[src/hw/sc_seq_pkg.sv]
// Purpose: shared constants and carriers for the smart card session sequencer
// Assumes: 10 MHz system clock, classic Wishbone with 32-bit data
// Notes: times are kept in their own unit; cycle counts derive from CLK_KHZ
package sc_seq_pkg;
  // system clock rate in kHz (100 ns period)
  localparam int CLK_KHZ = 10000;
  // internal power-on hold, in microseconds
  localparam int POR_TIME_US = 8000;
  localparam int POR_CYCLES = POR_TIME_US * CLK_KHZ / 1000;
  // card insertion debounce, in microseconds
  localparam int DEBOUNCE_TIME_US = 8000;
  localparam int DEBOUNCE_CYCLES = DEBOUNCE_TIME_US * CLK_KHZ / 1000;
  // card reset low to card clock low, in nanoseconds (least time, rounds up)
  localparam int DEACT_CLK_DELAY_NS = 12000;
  localparam int DEACT_CLK_CYCLES = (DEACT_CLK_DELAY_NS * CLK_KHZ + 999999) / 1000000;
  // spacing between activation and deactivation steps, in nanoseconds
  localparam int STEP_TIME_NS = 10000;
  localparam int STEP_CYCLES = (STEP_TIME_NS * CLK_KHZ + 999999) / 1000000;
  // width of the shared interval counter
  localparam int TIMER_W = 17;

  // register byte addresses
  localparam logic [3:0] CTRL_ADDR = 4'h0;
  localparam logic [3:0] STATUS_ADDR = 4'h4;
  // control field positions and reset value
  localparam int CTRL_CLK_START_BIT = 0;
  localparam logic CTRL_CLK_START_RST = 1'b1;
  // status field positions
  localparam int STAT_STATE_LSB = 0;
  localparam int STAT_PRESENT_BIT = 4;
  localparam int STAT_FAULT_BIT = 5;
  localparam int STAT_LOCKOUT_BIT = 6;
  localparam int STAT_CLK_RUN_BIT = 7;
  localparam int STAT_WAIT_RST_BIT = 8;

  // channel index: data, aux a, aux b
  localparam int CHANNELS = 3;

  // session sequencer, gray codes along the activation path
  typedef enum logic [3:0] {
    ST_POR = 4'h0,
    ST_STANDBY = 4'h1,
    ST_RAMP = 4'h3,
    ST_CHAN = 4'h2,
    ST_CLK = 4'h6,
    ST_RST = 4'h7,
    ST_ACTIVE = 4'h5,
    ST_DEACT = 4'h4,
    ST_DOWN = 4'hc
  } seq_state_t;

  // per-channel direction
  typedef enum logic [1:0] {
    CH_IDLE = 2'h0,
    CH_HOST = 2'h1,
    CH_CARD = 2'h3
  } chan_state_t;

  // wishbone request from the master
  typedef struct packed {
    logic cyc;
    logic stb;
    logic we;
    logic [3:0] adr;
    logic [3:0] sel;
    logic [31:0] dat;
  } wb_req_t;

  // wishbone answer from this slave
  typedef struct packed {
    logic ack;
    logic [31:0] dat;
  } wb_rsp_t;
endpackage : sc_seq_pkg

[src/hw/sc_session_seq.sv]
// Purpose: control logic of one smart card interface: lockout, power-on hold,
//   presence flag, activation and deactivation order, card clock divider and
//   three direction-sensing data/aux channels, with a Wishbone register port
// Assumes: every pin input is asynchronous and passes two flip-flops first
// Notes: channel arrays index 0 = data line, 1 = aux line a, 2 = aux line b
//
// Chosen here: the placing of the registers and the Wishbone register port.
`timescale 1ns/100ps
module sc_session_seq #(
  parameter int POR_CYCLES = sc_seq_pkg::POR_CYCLES,
  parameter int DEBOUNCE_CYCLES = sc_seq_pkg::DEBOUNCE_CYCLES
) (
  input wire logic clk_i,
  input wire logic rst_i,
  input wire sc_seq_pkg::wb_req_t wb_req_i,
  output sc_seq_pkg::wb_rsp_t wb_rsp_o,
  input wire logic supply_ok_i,
  input wire logic card_detect_in_i,
  input wire logic card_supply_ok_i,
  input wire logic card_fault_i,
  input wire logic session_request_n_i,
  input wire logic card_reset_request_i,
  input wire logic clock_ratio_select_a_i,
  input wire logic clock_ratio_select_b_i,
  input wire logic source_clock_in_i,
  input wire logic [2:0] host_line_i,
  output logic [2:0] host_line_o,
  output logic [2:0] host_line_oe_o,
  input wire logic [2:0] card_line_i,
  output logic [2:0] card_line_o,
  output logic [2:0] card_line_oe_o,
  output logic card_supply_en_o,
  output logic card_clock_out_o,
  output logic card_reset_out_o,
  output logic event_flag_n_o
);
  // two-flop synchronisers for the single pins; stage one feeds stage two only
  localparam int NPIN = 9;
  logic [NPIN-1:0] pin_meta_reg;
  logic [NPIN-1:0] pin_sync_reg;
  wire [NPIN-1:0] pin_raw = {source_clock_in_i, clock_ratio_select_b_i,
    clock_ratio_select_a_i, card_reset_request_i, session_request_n_i,
    card_fault_i, card_supply_ok_i, card_detect_in_i, supply_ok_i};

  // named views of the synchronised pins
  wire supply_ok_s = pin_sync_reg[0];
  wire detect_s = pin_sync_reg[1];
  wire card_supply_ok_s = pin_sync_reg[2];
  wire fault_s = pin_sync_reg[3];
  wire session_req_n_s = pin_sync_reg[4];
  wire reset_req_s = pin_sync_reg[5];
  wire [1:0] ratio_s = {pin_sync_reg[6], pin_sync_reg[7]};
  wire src_s = pin_sync_reg[8];

  // pin synchronisers run through reset so the first sample is fresh
  always_ff @(posedge clk_i) begin
    pin_meta_reg <= pin_raw;
    pin_sync_reg <= pin_meta_reg;
  end

  // state and timers
  sc_seq_pkg::seq_state_t state_reg;
  sc_seq_pkg::seq_state_t state_next;
  logic [sc_seq_pkg::TIMER_W-1:0] timer_reg; // shared step and hold counter
  logic [sc_seq_pkg::TIMER_W-1:0] deb_reg; // insertion debounce counter
  logic present_reg; // debounced card presence
  logic fault_reg; // session fault seen, cleared back in idle standby
  logic clk_start_en_reg; // software: allow host-held clock start
  logic hold_clk_reg; // clock start waits for reset request to fall

  // lockout and deactivation causes
  wire lockout = ~supply_ok_s;
  wire in_session = (state_reg == sc_seq_pkg::ST_RAMP) || (state_reg == sc_seq_pkg::ST_CHAN) ||
    (state_reg == sc_seq_pkg::ST_CLK) || (state_reg == sc_seq_pkg::ST_RST) ||
    (state_reg == sc_seq_pkg::ST_ACTIVE);
  wire session_fault = in_session && (fault_s || lockout || !detect_s);
  wire abort = in_session && (session_req_n_s || session_fault);
  wire timer_done = (timer_reg == '0);
  wire step_load = (state_reg != state_next);
  wire session_open = present_reg && !session_req_n_s && !lockout && !fault_reg;

  // next sequencer state
  always_comb begin
    state_next = state_reg;
    unique case (state_reg)
      sc_seq_pkg::ST_POR: begin
        // wait out the power-on hold with the supply good throughout
        if (supply_ok_s && timer_done)
          state_next = sc_seq_pkg::ST_STANDBY;
      end
      sc_seq_pkg::ST_STANDBY: begin
        if (lockout)
          state_next = sc_seq_pkg::ST_POR;
        else if (session_open)
          state_next = sc_seq_pkg::ST_RAMP;
      end
      sc_seq_pkg::ST_RAMP: begin
        if (abort)
          state_next = sc_seq_pkg::ST_DEACT;
        else if (card_supply_ok_s)
          state_next = sc_seq_pkg::ST_CHAN;
      end
      sc_seq_pkg::ST_CHAN: begin
        if (abort)
          state_next = sc_seq_pkg::ST_DEACT;
        else if (timer_done && !(hold_clk_reg && reset_req_s))
          state_next = sc_seq_pkg::ST_CLK;
      end
      sc_seq_pkg::ST_CLK: begin
        if (abort)
          state_next = sc_seq_pkg::ST_DEACT;
        else if (timer_done)
          state_next = sc_seq_pkg::ST_RST;
      end
      sc_seq_pkg::ST_RST: begin
        if (abort)
          state_next = sc_seq_pkg::ST_DEACT;
        else if (timer_done)
          state_next = sc_seq_pkg::ST_ACTIVE;
      end
      sc_seq_pkg::ST_ACTIVE: begin
        if (abort)
          state_next = sc_seq_pkg::ST_DEACT;
      end
      sc_seq_pkg::ST_DEACT: begin
        // card reset already low; clock drops after the delay
        if (timer_done)
          state_next = sc_seq_pkg::ST_DOWN;
      end
      sc_seq_pkg::ST_DOWN: begin
        // lines low, then the supply goes off on leaving
        if (timer_done)
          state_next = sc_seq_pkg::ST_STANDBY;
      end
      default: state_next = sc_seq_pkg::ST_POR;
    endcase
  end

  // reload value for the shared timer on each state change
  logic [sc_seq_pkg::TIMER_W-1:0] timer_load;
  always_comb begin
    timer_load = sc_seq_pkg::TIMER_W'(sc_seq_pkg::STEP_CYCLES - 1);
    if (state_next == sc_seq_pkg::ST_POR)
      timer_load = sc_seq_pkg::TIMER_W'(POR_CYCLES - 1);
    else if (state_next == sc_seq_pkg::ST_DEACT)
      timer_load = sc_seq_pkg::TIMER_W'(sc_seq_pkg::DEACT_CLK_CYCLES - 1);
  end

  // sequencer and timer; a lockout in power-on restarts the full hold
  always_ff @(posedge clk_i) begin
    if (rst_i) begin
      state_reg <= sc_seq_pkg::ST_POR;
      timer_reg <= sc_seq_pkg::TIMER_W'(POR_CYCLES - 1);
    end else begin
      state_reg <= state_next;
      if (step_load || (state_reg == sc_seq_pkg::ST_POR && lockout))
        timer_reg <= timer_load;
      else if (!timer_done)
        timer_reg <= timer_reg - 1'b1;
    end
  end

  // clock-start hold is caught when activation begins
  always_ff @(posedge clk_i) begin
    if (rst_i)
      hold_clk_reg <= 1'b0;
    else if (state_reg == sc_seq_pkg::ST_STANDBY && session_open)
      hold_clk_reg <= clk_start_en_reg && reset_req_s;
  end

  // debounce: insertion counts up, removal clears at once
  always_ff @(posedge clk_i) begin
    if (rst_i || state_reg == sc_seq_pkg::ST_POR || !detect_s) begin
      deb_reg <= '0;
      present_reg <= 1'b0;
    end else if (deb_reg == sc_seq_pkg::TIMER_W'(DEBOUNCE_CYCLES - 1)) begin
      present_reg <= 1'b1;
    end else begin
      deb_reg <= deb_reg + 1'b1;
    end
  end

  // fault latch: a new fault wins over the clear in the same cycle
  always_ff @(posedge clk_i) begin
    if (rst_i)
      fault_reg <= 1'b0;
    else if (session_fault)
      fault_reg <= 1'b1;
    else if (state_reg == sc_seq_pkg::ST_STANDBY && session_req_n_s)
      fault_reg <= 1'b0;
  end

  // event flag: high only for a settled, present card with no fault
  wire flag_next = present_reg && !lockout && !fault_reg && !session_fault &&
    (state_reg != sc_seq_pkg::ST_POR);
  always_ff @(posedge clk_i) begin
    if (rst_i)
      event_flag_n_o <= 1'b0;
    else
      event_flag_n_o <= flag_next;
  end

  // card supply, reset and clock gating per state
  logic [3:0] live_reg; // [2:0] lines_en history, [3] clock on: teardown keeps only what ran
  wire supply_next = in_session || state_reg == sc_seq_pkg::ST_DEACT ||
    state_reg == sc_seq_pkg::ST_DOWN;
  wire clk_en = in_session && (state_reg != sc_seq_pkg::ST_RAMP) &&
    (state_reg != sc_seq_pkg::ST_CHAN);
  wire clk_en_full = clk_en || (state_reg == sc_seq_pkg::ST_DEACT && live_reg[3]);
  wire lines_en = clk_en || (state_reg == sc_seq_pkg::ST_CHAN) ||
    (state_reg == sc_seq_pkg::ST_DEACT && live_reg[0]);
  wire rst_next = (state_reg == sc_seq_pkg::ST_ACTIVE) && !abort;

  // source clock divider: count source rising edges, toggle a final flop
  logic src_last_reg; // previous synchronised source level
  logic [1:0] div_cnt_reg;
  logic div_q_reg; // final divider flop, gives even duty
  wire src_rise = src_s && !src_last_reg;
  logic [1:0] div_top;
  always_comb begin
    unique case (ratio_s)
      2'h0: div_top = 2'h3; // divide by 8
      2'h1: div_top = 2'h1; // divide by 4
      2'h2: div_top = 2'h0; // divide by 1, bypassed below
      2'h3: div_top = 2'h0; // divide by 2
    endcase
  end
  wire div_tick = src_rise && (div_cnt_reg >= div_top);
  wire ratio_one = (ratio_s == 2'h2);
  wire card_clk_next = clk_en_full && (ratio_one ? src_s : div_q_reg);

  // divider runs free so the phase is settled before the clock is let out
  always_ff @(posedge clk_i) begin
    if (rst_i) begin
      src_last_reg <= 1'b0;
      div_cnt_reg <= 2'h0;
      div_q_reg <= 1'b0;
    end else begin
      src_last_reg <= src_s;
      if (div_tick) begin
        div_cnt_reg <= 2'h0;
        div_q_reg <= !div_q_reg;
      end else if (src_rise) begin
        div_cnt_reg <= div_cnt_reg + 1'b1;
      end
    end
  end

  // card-side single outputs
  always_ff @(posedge clk_i) begin
    if (rst_i) begin
      card_supply_en_o <= 1'b0;
      card_reset_out_o <= 1'b0;
      card_clock_out_o <= 1'b0;
      live_reg <= 4'h0;
    end else begin
      live_reg <= {clk_en_full, live_reg[1:0], lines_en};
      card_supply_en_o <= supply_next;
      card_reset_out_o <= rst_next;
      card_clock_out_o <= card_clk_next;
    end
  end

  // three identical direction-sensing channels
  for (genvar ch = 0; ch < sc_seq_pkg::CHANNELS; ch++) begin : g_chan
    logic [1:0] meta_reg; // {host, card} first stage
    logic [1:0] sync_reg; // {host, card} second stage
    sc_seq_pkg::chan_state_t dir_reg;
    sc_seq_pkg::chan_state_t dir_next;
    wire host_s = sync_reg[1];
    wire card_s = sync_reg[0];

    // synchronise both sides of the channel
    always_ff @(posedge clk_i) begin
      meta_reg <= {host_line_i[ch], card_line_i[ch]};
      sync_reg <= meta_reg;
    end

    // first side to fall owns the channel until both sides sit high
    always_comb begin
      dir_next = dir_reg;
      unique case (dir_reg)
        sc_seq_pkg::CH_IDLE: begin
          if (!lines_en || !live_reg[2]) // our own standby low still in the input flops
            dir_next = sc_seq_pkg::CH_IDLE;
          else if (!host_s)
            dir_next = sc_seq_pkg::CH_HOST;
          else if (!card_s)
            dir_next = sc_seq_pkg::CH_CARD;
        end
        sc_seq_pkg::CH_HOST, sc_seq_pkg::CH_CARD: begin
          if (!lines_en || (host_s && card_s))
            dir_next = sc_seq_pkg::CH_IDLE;
        end
        default: dir_next = sc_seq_pkg::CH_IDLE;
      endcase
    end

    // outputs: standby pulls the card pin low and releases the host pin
    always_ff @(posedge clk_i) begin
      if (rst_i) begin
        dir_reg <= sc_seq_pkg::CH_IDLE;
        card_line_o[ch] <= 1'b0;
        card_line_oe_o[ch] <= 1'b1;
        host_line_o[ch] <= 1'b0;
        host_line_oe_o[ch] <= 1'b0;
      end else begin
        dir_reg <= dir_next;
        card_line_oe_o[ch] <= !lines_en || dir_next == sc_seq_pkg::CH_HOST;
        card_line_o[ch] <= lines_en && host_s; // drives high briefly as active pull-up
        host_line_oe_o[ch] <= lines_en && dir_next == sc_seq_pkg::CH_CARD;
        host_line_o[ch] <= card_s;
      end
    end
  end

  // wishbone slave: one wait state, ack drops the cycle after it rises
  wire wb_hit = wb_req_i.cyc && wb_req_i.stb && !wb_rsp_o.ack;
  wire wr_ctrl = wb_hit && wb_req_i.we && wb_req_i.sel[0] &&
    (wb_req_i.adr == sc_seq_pkg::CTRL_ADDR);
  logic [31:0] rd_data;
  always_comb begin
    rd_data = 32'h0000_0000;
    if (wb_req_i.adr == sc_seq_pkg::CTRL_ADDR) begin
      rd_data[sc_seq_pkg::CTRL_CLK_START_BIT] = clk_start_en_reg;
    end else if (wb_req_i.adr == sc_seq_pkg::STATUS_ADDR) begin
      rd_data[sc_seq_pkg::STAT_STATE_LSB +: 4] = state_reg;
      rd_data[sc_seq_pkg::STAT_PRESENT_BIT] = present_reg;
      rd_data[sc_seq_pkg::STAT_FAULT_BIT] = fault_reg;
      rd_data[sc_seq_pkg::STAT_LOCKOUT_BIT] = lockout;
      rd_data[sc_seq_pkg::STAT_CLK_RUN_BIT] = clk_en;
      rd_data[sc_seq_pkg::STAT_WAIT_RST_BIT] = hold_clk_reg;
    end
  end

  // register write and bus answer; unmapped addresses read zero and are acked
  always_ff @(posedge clk_i) begin
    if (rst_i) begin
      clk_start_en_reg <= sc_seq_pkg::CTRL_CLK_START_RST;
      wb_rsp_o <= '0;
    end else begin
      if (wr_ctrl)
        clk_start_en_reg <= wb_req_i.dat[sc_seq_pkg::CTRL_CLK_START_BIT];
      wb_rsp_o.ack <= wb_hit;
      wb_rsp_o.dat <= wb_hit ? rd_data : 32'h0000_0000;
    end
  end
endmodule : sc_session_seq

[config.mk]
export PLATFORM = sky130hd
export DESIGN_NAME = sc_session_seq
export DESIGN_NICKNAME = d
export VERILOG_FILES = /design/src/hw/sc_seq_pkg.sv /design/src/hw/sc_session_seq.sv
export SDC_FILE = /design/constraint.sdc
export NUM_CORES = 1
export LEC_CHECK = 0
export BUFFER_PORTS_ARGS = -buffer_cell sky130_fd_sc_hd__buf_2
export CAP_MARGIN = 40
export CORE_ASPECT_RATIO = 0.6
export CORE_UTILIZATION = 53
export DETAILED_ROUTE_END_ITERATION = 10
export PLACE_DENSITY = 0.83
export SLEW_MARGIN = 20
export SYNTH_ARGS = -nofsm -noshare
export SYNTH_HDL_FRONTEND = slang
export SYNTH_SLANG_ARGS = --single-unit
[constraint.sdc]
create_clock -name clk_i -period 2.8 [get_ports clk_i]
set_clock_uncertainty 0.2 [all_clocks]
set_input_delay 0.14 -clock clk_i [delete_from_list [all_inputs] [get_ports clk_i]]
set_output_delay 0.14 -clock clk_i [all_outputs]
set_load 0.02 [all_outputs]
# Word-level counts from Yosys, hierarchy flattened
# Index checks and enable logic that the tools add are counted.
word_totals:
  ff_bits: 135
  latchBits: 0
  mem_bits_rw: 0
  mem_bits_ro: 0
  in_bits: 60
  output_inout_bits: 49
  word_cells: 207
  memories: 0
classes:
  addsub: 3
  mul: 0
  div: 0
  n_lt_le_gt_ge: 1
  n_eq_ne: 30
  shifts: 0
  n_mux: 40
  n_bitwise: 3
  reduce_logical: 88
op_table:
  columns: ["operator", "count"]
  rows:
  - ["4-bit 2-to-1 mux", 14]
  - ["17-bit 2-to-1 mux", 3]
  - ["1-bit logical AND", 38]
  - ["4-bit case mux with 9 select lines", 1]
  - ["4-bit by 3-bit == test with 1-bit output (second input constant)", 6]
  - ["2-bit 2-to-1 mux", 12]
  - ["1-bit logical OR", 22]
  - ["17-bit by 1-bit adder with 17-bit output (second input constant)", 1]
  - ["17-bit == test (second input constant)", 1]
  - ["17-bit logical NOT", 1]
  - ["17-bit by 1-bit subtractor with 17-bit output (second input constant)", 1]
  - ["2-bit == test (second input constant)", 8]
  - ["2-bit by 1-bit == test with 1-bit output (second input constant)", 7]
  - ["4-bit logical NOT", 3]
  - ["2-bit case mux with 2 select lines", 3]
  - ["2-bit OR reduction", 6]
  - ["1-bit logical NOT", 11]
  - ["4-bit by 2-bit == test with 1-bit output (second input constant)", 2]
  - ["2-bit logical NOT", 4]
  - ["4-bit by 2-bit != test with 1-bit output (second input constant)", 2]
  - ["2-bit case mux with 3 select lines", 1]
  - ["1-bit 2-to-1 mux", 5]
  - ["5-bit 2-to-1 mux", 1]
  - ["4-bit by 1-bit == test with 1-bit output (second input constant)", 1]
  - ["9 further kinds", 11]

# Depth between registers and ports, before layout
logic_depth:
  word_depth: 15
  ltp_mapped: 10
  ltp_nobuf: 8

# Worst setup path after synthesis
# Ideal clock, no wire load.
synth_timing:
  kind: "register to register"
  from: "register timer_reg[0] (netlist bit)"
  to: "register timer_reg[6] (netlist bit)"
  setup_time_ps: 127
  arrival_ps: 2001
  path_slack_ps: 472
  path_stages_with_launch: 11
  period_less_slack_ps: 2328
  cell_sequence: "dfxtp_1 -> inv_1 -> ha_1 -> nor4b_1 -> and4_1 -> buf_2 -> o21a_1 -> nor2_1 -> nand2_2 -> buf_6 -> or3_1"
synth_between:
  elab_chain_cells: 8
  elab_cells_between_ends: 19
  classes_between: "add/sub (1); eq/ne (2); mux (12); reduce/logical (4)"
synth_lines:
  columns: ["element", "line_no", "source"]
  rows:
  - ["start: declaration", "sc_session_seq.sv:64", "logic [sc_seq_pkg::TIMER_W-1:0] timer_reg;"]
  - ["start signal: assignment", "sc_session_seq.sv:153", "timer_reg <= sc_seq_pkg::TIMER_W'(POR_CYCLES - 1);"]
  - ["start signal: assignment", "sc_session_seq.sv:157", "timer_reg <= timer_load;"]
  - ["start signal: assignment", "sc_session_seq.sv:159", "timer_reg <= timer_reg - 1'b1;"]
  - ["17-bit logical NOT", "sc_session_seq.sv:78", "wire timer_done = (timer_reg == '0);"]
  - ["1-bit logical AND", "sc_session_seq.sv:106", "else if (timer_done && !(hold_clk_reg && reset_req_s))"]
  - ["4-bit 2-to-1 mux", "sc_session_seq.sv:106", null]
  - ["4-bit 2-to-1 mux", "sc_session_seq.sv:104", "if (abort)"]
  - ["4-bit case mux with 9 select lines", "sc_session_seq.sv:85", "unique case (state_reg)"]
  - ["4-bit != test", "sc_session_seq.sv:79", "wire step_load = (state_reg != state_next);"]
  - ["1-bit logical OR", "sc_session_seq.sv:156", "if (step_load || (state_reg == sc_seq_pkg::ST_POR && lockout))"]
  - ["2-bit by 1-bit != test with 1-bit output (no line) or 17-bit 2-to-1 mux (tied branches)", null, null]
# Several ways; a longest one is shown, not always the timed one. The select of a mux whose other input is x is not followed.
# A chain may end at the register's enable or synchronous reset.

# Worst setup path in the final report
layout_timing:
  from: "register timer_reg[0] (netlist bit)"
  to: "register timer_reg[1] (netlist bit)"
layout_between:
  elab_chain_cells: 8
  elab_cells_between_ends: 21
  classes_between: "add/sub (1); eq/ne (2); mux (13); reduce/logical (5)"
layout_lines:
  columns: ["element", "line_no"]
  rows:
  - ["17-bit logical NOT", "sc_session_seq.sv:78"]
  - ["1-bit logical AND", "sc_session_seq.sv:106"]
  - ["4-bit 2-to-1 mux", "sc_session_seq.sv:106"]
  - ["4-bit 2-to-1 mux", "sc_session_seq.sv:104"]
  - ["4-bit case mux with 9 select lines", "sc_session_seq.sv:85"]
  - ["4-bit != test or 4-bit logical NOT (tied branches)", "sc_session_seq.sv:79, sc_session_seq.sv:143"]
  - ["1-bit logical OR or 17-bit 2-to-1 mux (tied branches)", "sc_session_seq.sv:156, sc_session_seq.sv:143"]
  - ["2-bit by 1-bit != test with 1-bit output (no line) or 17-bit 2-to-1 mux (tied branches)", null]
# Several ways; a longest one is shown, not always the timed one. The select of a mux whose other input is x is not followed.

==> impl_metrics.sql <==
INSERT INTO impl_metrics (metric_group, metric, value, unit) VALUES
('outcome', 'run_status', 'finished clean', ''),
('grt', 'pin_count_of_the_biggest_net_entering_global_routing', '39', ''),
('placement', 'hpwlAfterDp', '5850', 'µm'),
('floorplanning', 'design.portCount', '109', ''),
('drt', 'route.antenna.remaining_nets', '0', ''),
('timing', 'layout_min_cycle_time', '2.62', 'ns'),
('timing', 'relSlewSlack', '51.8', '%'),
('placement', 'gp_congestion', '0.854', ''),
('drt', 'detail_route.drc_violations', '0', ''),
('worst_setup_path', 'timing.critical_path.to_type', 'flop', ''),
('pwr', 'clockPowerShare', '41.5', '%'),
('pwr', 'irDropWorstVdd', '553', 'µV'),
('pwr', 'switching_power_as_a_share_of_total_power', '24.1', '%'),
('logic_synthesis', 'post_synth.cell_area_avg', '9.49', 'µm²'),
('cts', 'clock_insertion_delay_worst_skew', '0.36', 'ns'),
('cts', 'cts_sinks', '112', ''),
('logic_synthesis', 'synth-seq-cells', '112', ''),
('placement', 'placedInstanceArea', '4660', 'µm²'),
('timing', 'timing_hold_violations_final', '0', ''),
('cells_and_area', 'filler_cell_count', '625', ''),
('floorplanning', 'core_region_area', '7950', 'µm²'),
('logic_synthesis', 'seq_area_frac_synth', '51.2', '%'),
('floorplanning', 'fp-row-count', '25', ''),
('timing', 'setup_repair_after_global_routing_missed_its_margin', 'false', ''),
('pwr', 'cell_internal_power', '2330', 'µW'),
('cts', 'clock-root-buffer', 'clkbuf_16', ''),
('cts', 'clkTransAtPathRegs', '0.07', 'ns'),
('timing', 'final-max-slew-violation-count', '0', ''),
('drt', 'route.detailed.vias_per_inst', '5.31', ''),
('logic_synthesis', 'post_synth_main_area_contributors', 'dfxtp_1, xnor2_1, buf_4', ''),
('logic_synthesis', 'yosys.cell_count.top_type', 'dfxtp_1', ''),
('worst_setup_path', 'critical_path_required', '2.84', 'ns'),
('placement', 'placement.io_buffers', '51', ''),
('pwr', 'switchingPower', '740', 'µW'),
('worst_setup_path', 'critPathMaxFanout', '10', ''),
('cells_and_area', 'finalNonFillerCells', '650', ''),
('pwr', 'seq_power_share', '53.9', '%'),
('drt', 'vias', '3453', ''),
('worst_setup_path', 'crit_arrival', '2.66', 'ns'),
('cells_and_area', 'final_layout_size_suffix_gt1_share', '16.4', '%'),
('job', 'max_cap_violations', '0', ''),
('floorplanning', 'die_w', '119', 'µm'),
('cts', 'tritoncts_clock_tree', 'built', ''),
('drt', 'wire_per_inst', '13.1', 'µm'),
('worst_setup_path', 'reg2regPathDepth', '8', ''),
('timing', 'timing.setup.tns', '0', 'ns'),
('worst_setup_path', 'path_class', 'flop to flop', ''),
('logic_synthesis', 'ys_top_cells_by_count', 'dfxtp_1, nor2_1, a21oi_1', ''),
('grt', 'track_usage', '20.8', '%'),
('floorplanning', 'floorplan.die.height', '72.4', 'µm'),
('cells_and_area', 'combined_area_of_the_multi_input_logic_cells', '1920', 'µm²'),
('logic_synthesis', 'synth_edf_count', '0', ''),
('drt', 'postRouteWirelength', '8540', 'µm'),
('drt', 'detail_route.first_pass.iterations', '5', ''),
('cells_and_area', 'syn2layout_area_growth', '18.5', '%'),
('worst_hold_path', 'worstHoldPathCells', '2', ''),
('pwr', 'design_power_total', '3070', 'µW'),
('logic_synthesis', 'netlist.area_leader.share', '51.2', '%'),
('logic_synthesis', 'synth.cell_area', '4380', 'µm²'),
('cts', 'post_cts_buffers', '0', ''),
('logic_synthesis', 'post-synth-top-area-cell', 'dfxtp_1', ''),
('cells_and_area', 'antenna_cell_count', '0', ''),
('cts', 'cts_max_level', '3', ''),
('pwr', 'power.density_cell_area', '591', 'nW/µm²'),
('pwr', 'power.share.combinational', '4.5', '%'),
('floorplanning', 'start_util', '55.2', '%'),
('logic_synthesis', 'async_flop_share', '0', '%'),
('grt', 'grt_remaining_overflow', '0', ''),
('grt', 'grt_pass1_vias', '3028', ''),
('drt', 'initialDrtViolationCount', '195', ''),
('timing', 'finalCritPeriodShare', '93.6', '%');
==> cells in the final DEF (no fill, tap or decap), drive strengths merged, types with 3 or more instances in the layout <==
master       instances
nand3               18
or3                  8
conb                23
ha                   5
o21ai               13
dlygate4sd3         22
buf                 57
clkinv               3
nor3                19
nand2               27
clkbuf               9
nor3b                5
a211oi               7
nor2                44
and2                 3
nor4b                4
nor4                10
or2                  4
inv                 22
nand3b               3
and4                 3
o31ai                4
nand2b               4
a21oi               28
nor2b                9
dfxtp              112
xor2                 8
o22ai                3
xnor2               22
and3                15
nor4bb               3
nand4                4
==> through the flow <==
step / worst slack (ns) / utilization, % / hold WS (ns)
6_report: 0.180 / 65.4 / 0.114
5_1_grt: 0.0176 / 65.4 / 0.135
4_1_cts: 0.222 / 65.3 / 0.116
3_5_place_dp: 0.246 / 58.7 / 0.0436
3_3_place_gp: 0.312 / 58.7 / 0.0421
2_1_floorplan: 0.472 / - / -0.0323
==> layout make-up <==
type                    instances  area share, %
clock inverters                 7           1.54
multi-input cells             316           37.0
repair buffers                 79           10.0
well taps                     108           2.60
inverters                      19           1.37
flip-flops and latches        112           43.2
clock buffers                   9           4.34
==> final timing paths <==
| check | endpoint | from | slack [ns] |
|---|---|---|---|
| setup / recovery | timer_reg[1] | timer_reg[0] | 0.18 |
| hold / removal | host_line_o[1] | rst_i | 0.11 |
| setup reg to reg | timer_reg[1] | timer_reg[0] | 0.18 |
| hold reg to reg | pin_sync_reg[2] | pin_meta_reg[2] | 0.13 |
==> routing by layer <==
metal  vias to the layer above  share of wire (%)  track usage (%)
met3                        12                6.2             6.53
met2                       113                 45             33.7
li1                       1705                  -                -
met1                      1623                 47             26.6
met5                         -                  0                0
met4                         0                1.4             7.36
==> critical path, cell delays in order (launching register included) <==
cell and delay (ns):
dfxtp_1 0.41, inv_1 0.09, ha_1 0.22, nor4b_1 0.16, and4_1 0.28, o21a_1 0.15, nor2_1 0.35, nand2_2 0.24
or3_1 0.40
==> power by group through the flow <==
stage          combinational [µW]  clock, µW  sequential, µW
2_1_floorplan                 108          0            1690
6_report                      139       1270            1660
5_1_grt                       154       1370            1660
3_5_place_dp                  115          0            1690
3_3_place_gp                  112          0            1690
4_1_cts                       137       1290            1650
==> logic make-up (layout without fill, tap and decap cells) <==
logic type,count (synthesis),count (layout),share of synthesized area [%]
compound gates,68,68,10.1
simple gates,188,188,23.8
xor+xnor,30,30,5.99
buf+inv,56,114,7.05
other cells,1,23,0.0856
flops,112,112,51.2
fa+ha+maj,5,5,1.43
mux,2,2,0.457
==> timing repair <==
item	4_1_cts	5_1_grt
endpoints found under the hold margin	26	0
hold buffers	22	0
endpoints found under the setup margin	0	1
resized for setup	0	1
No activity file was read; power rests on OpenSTA's default activity.
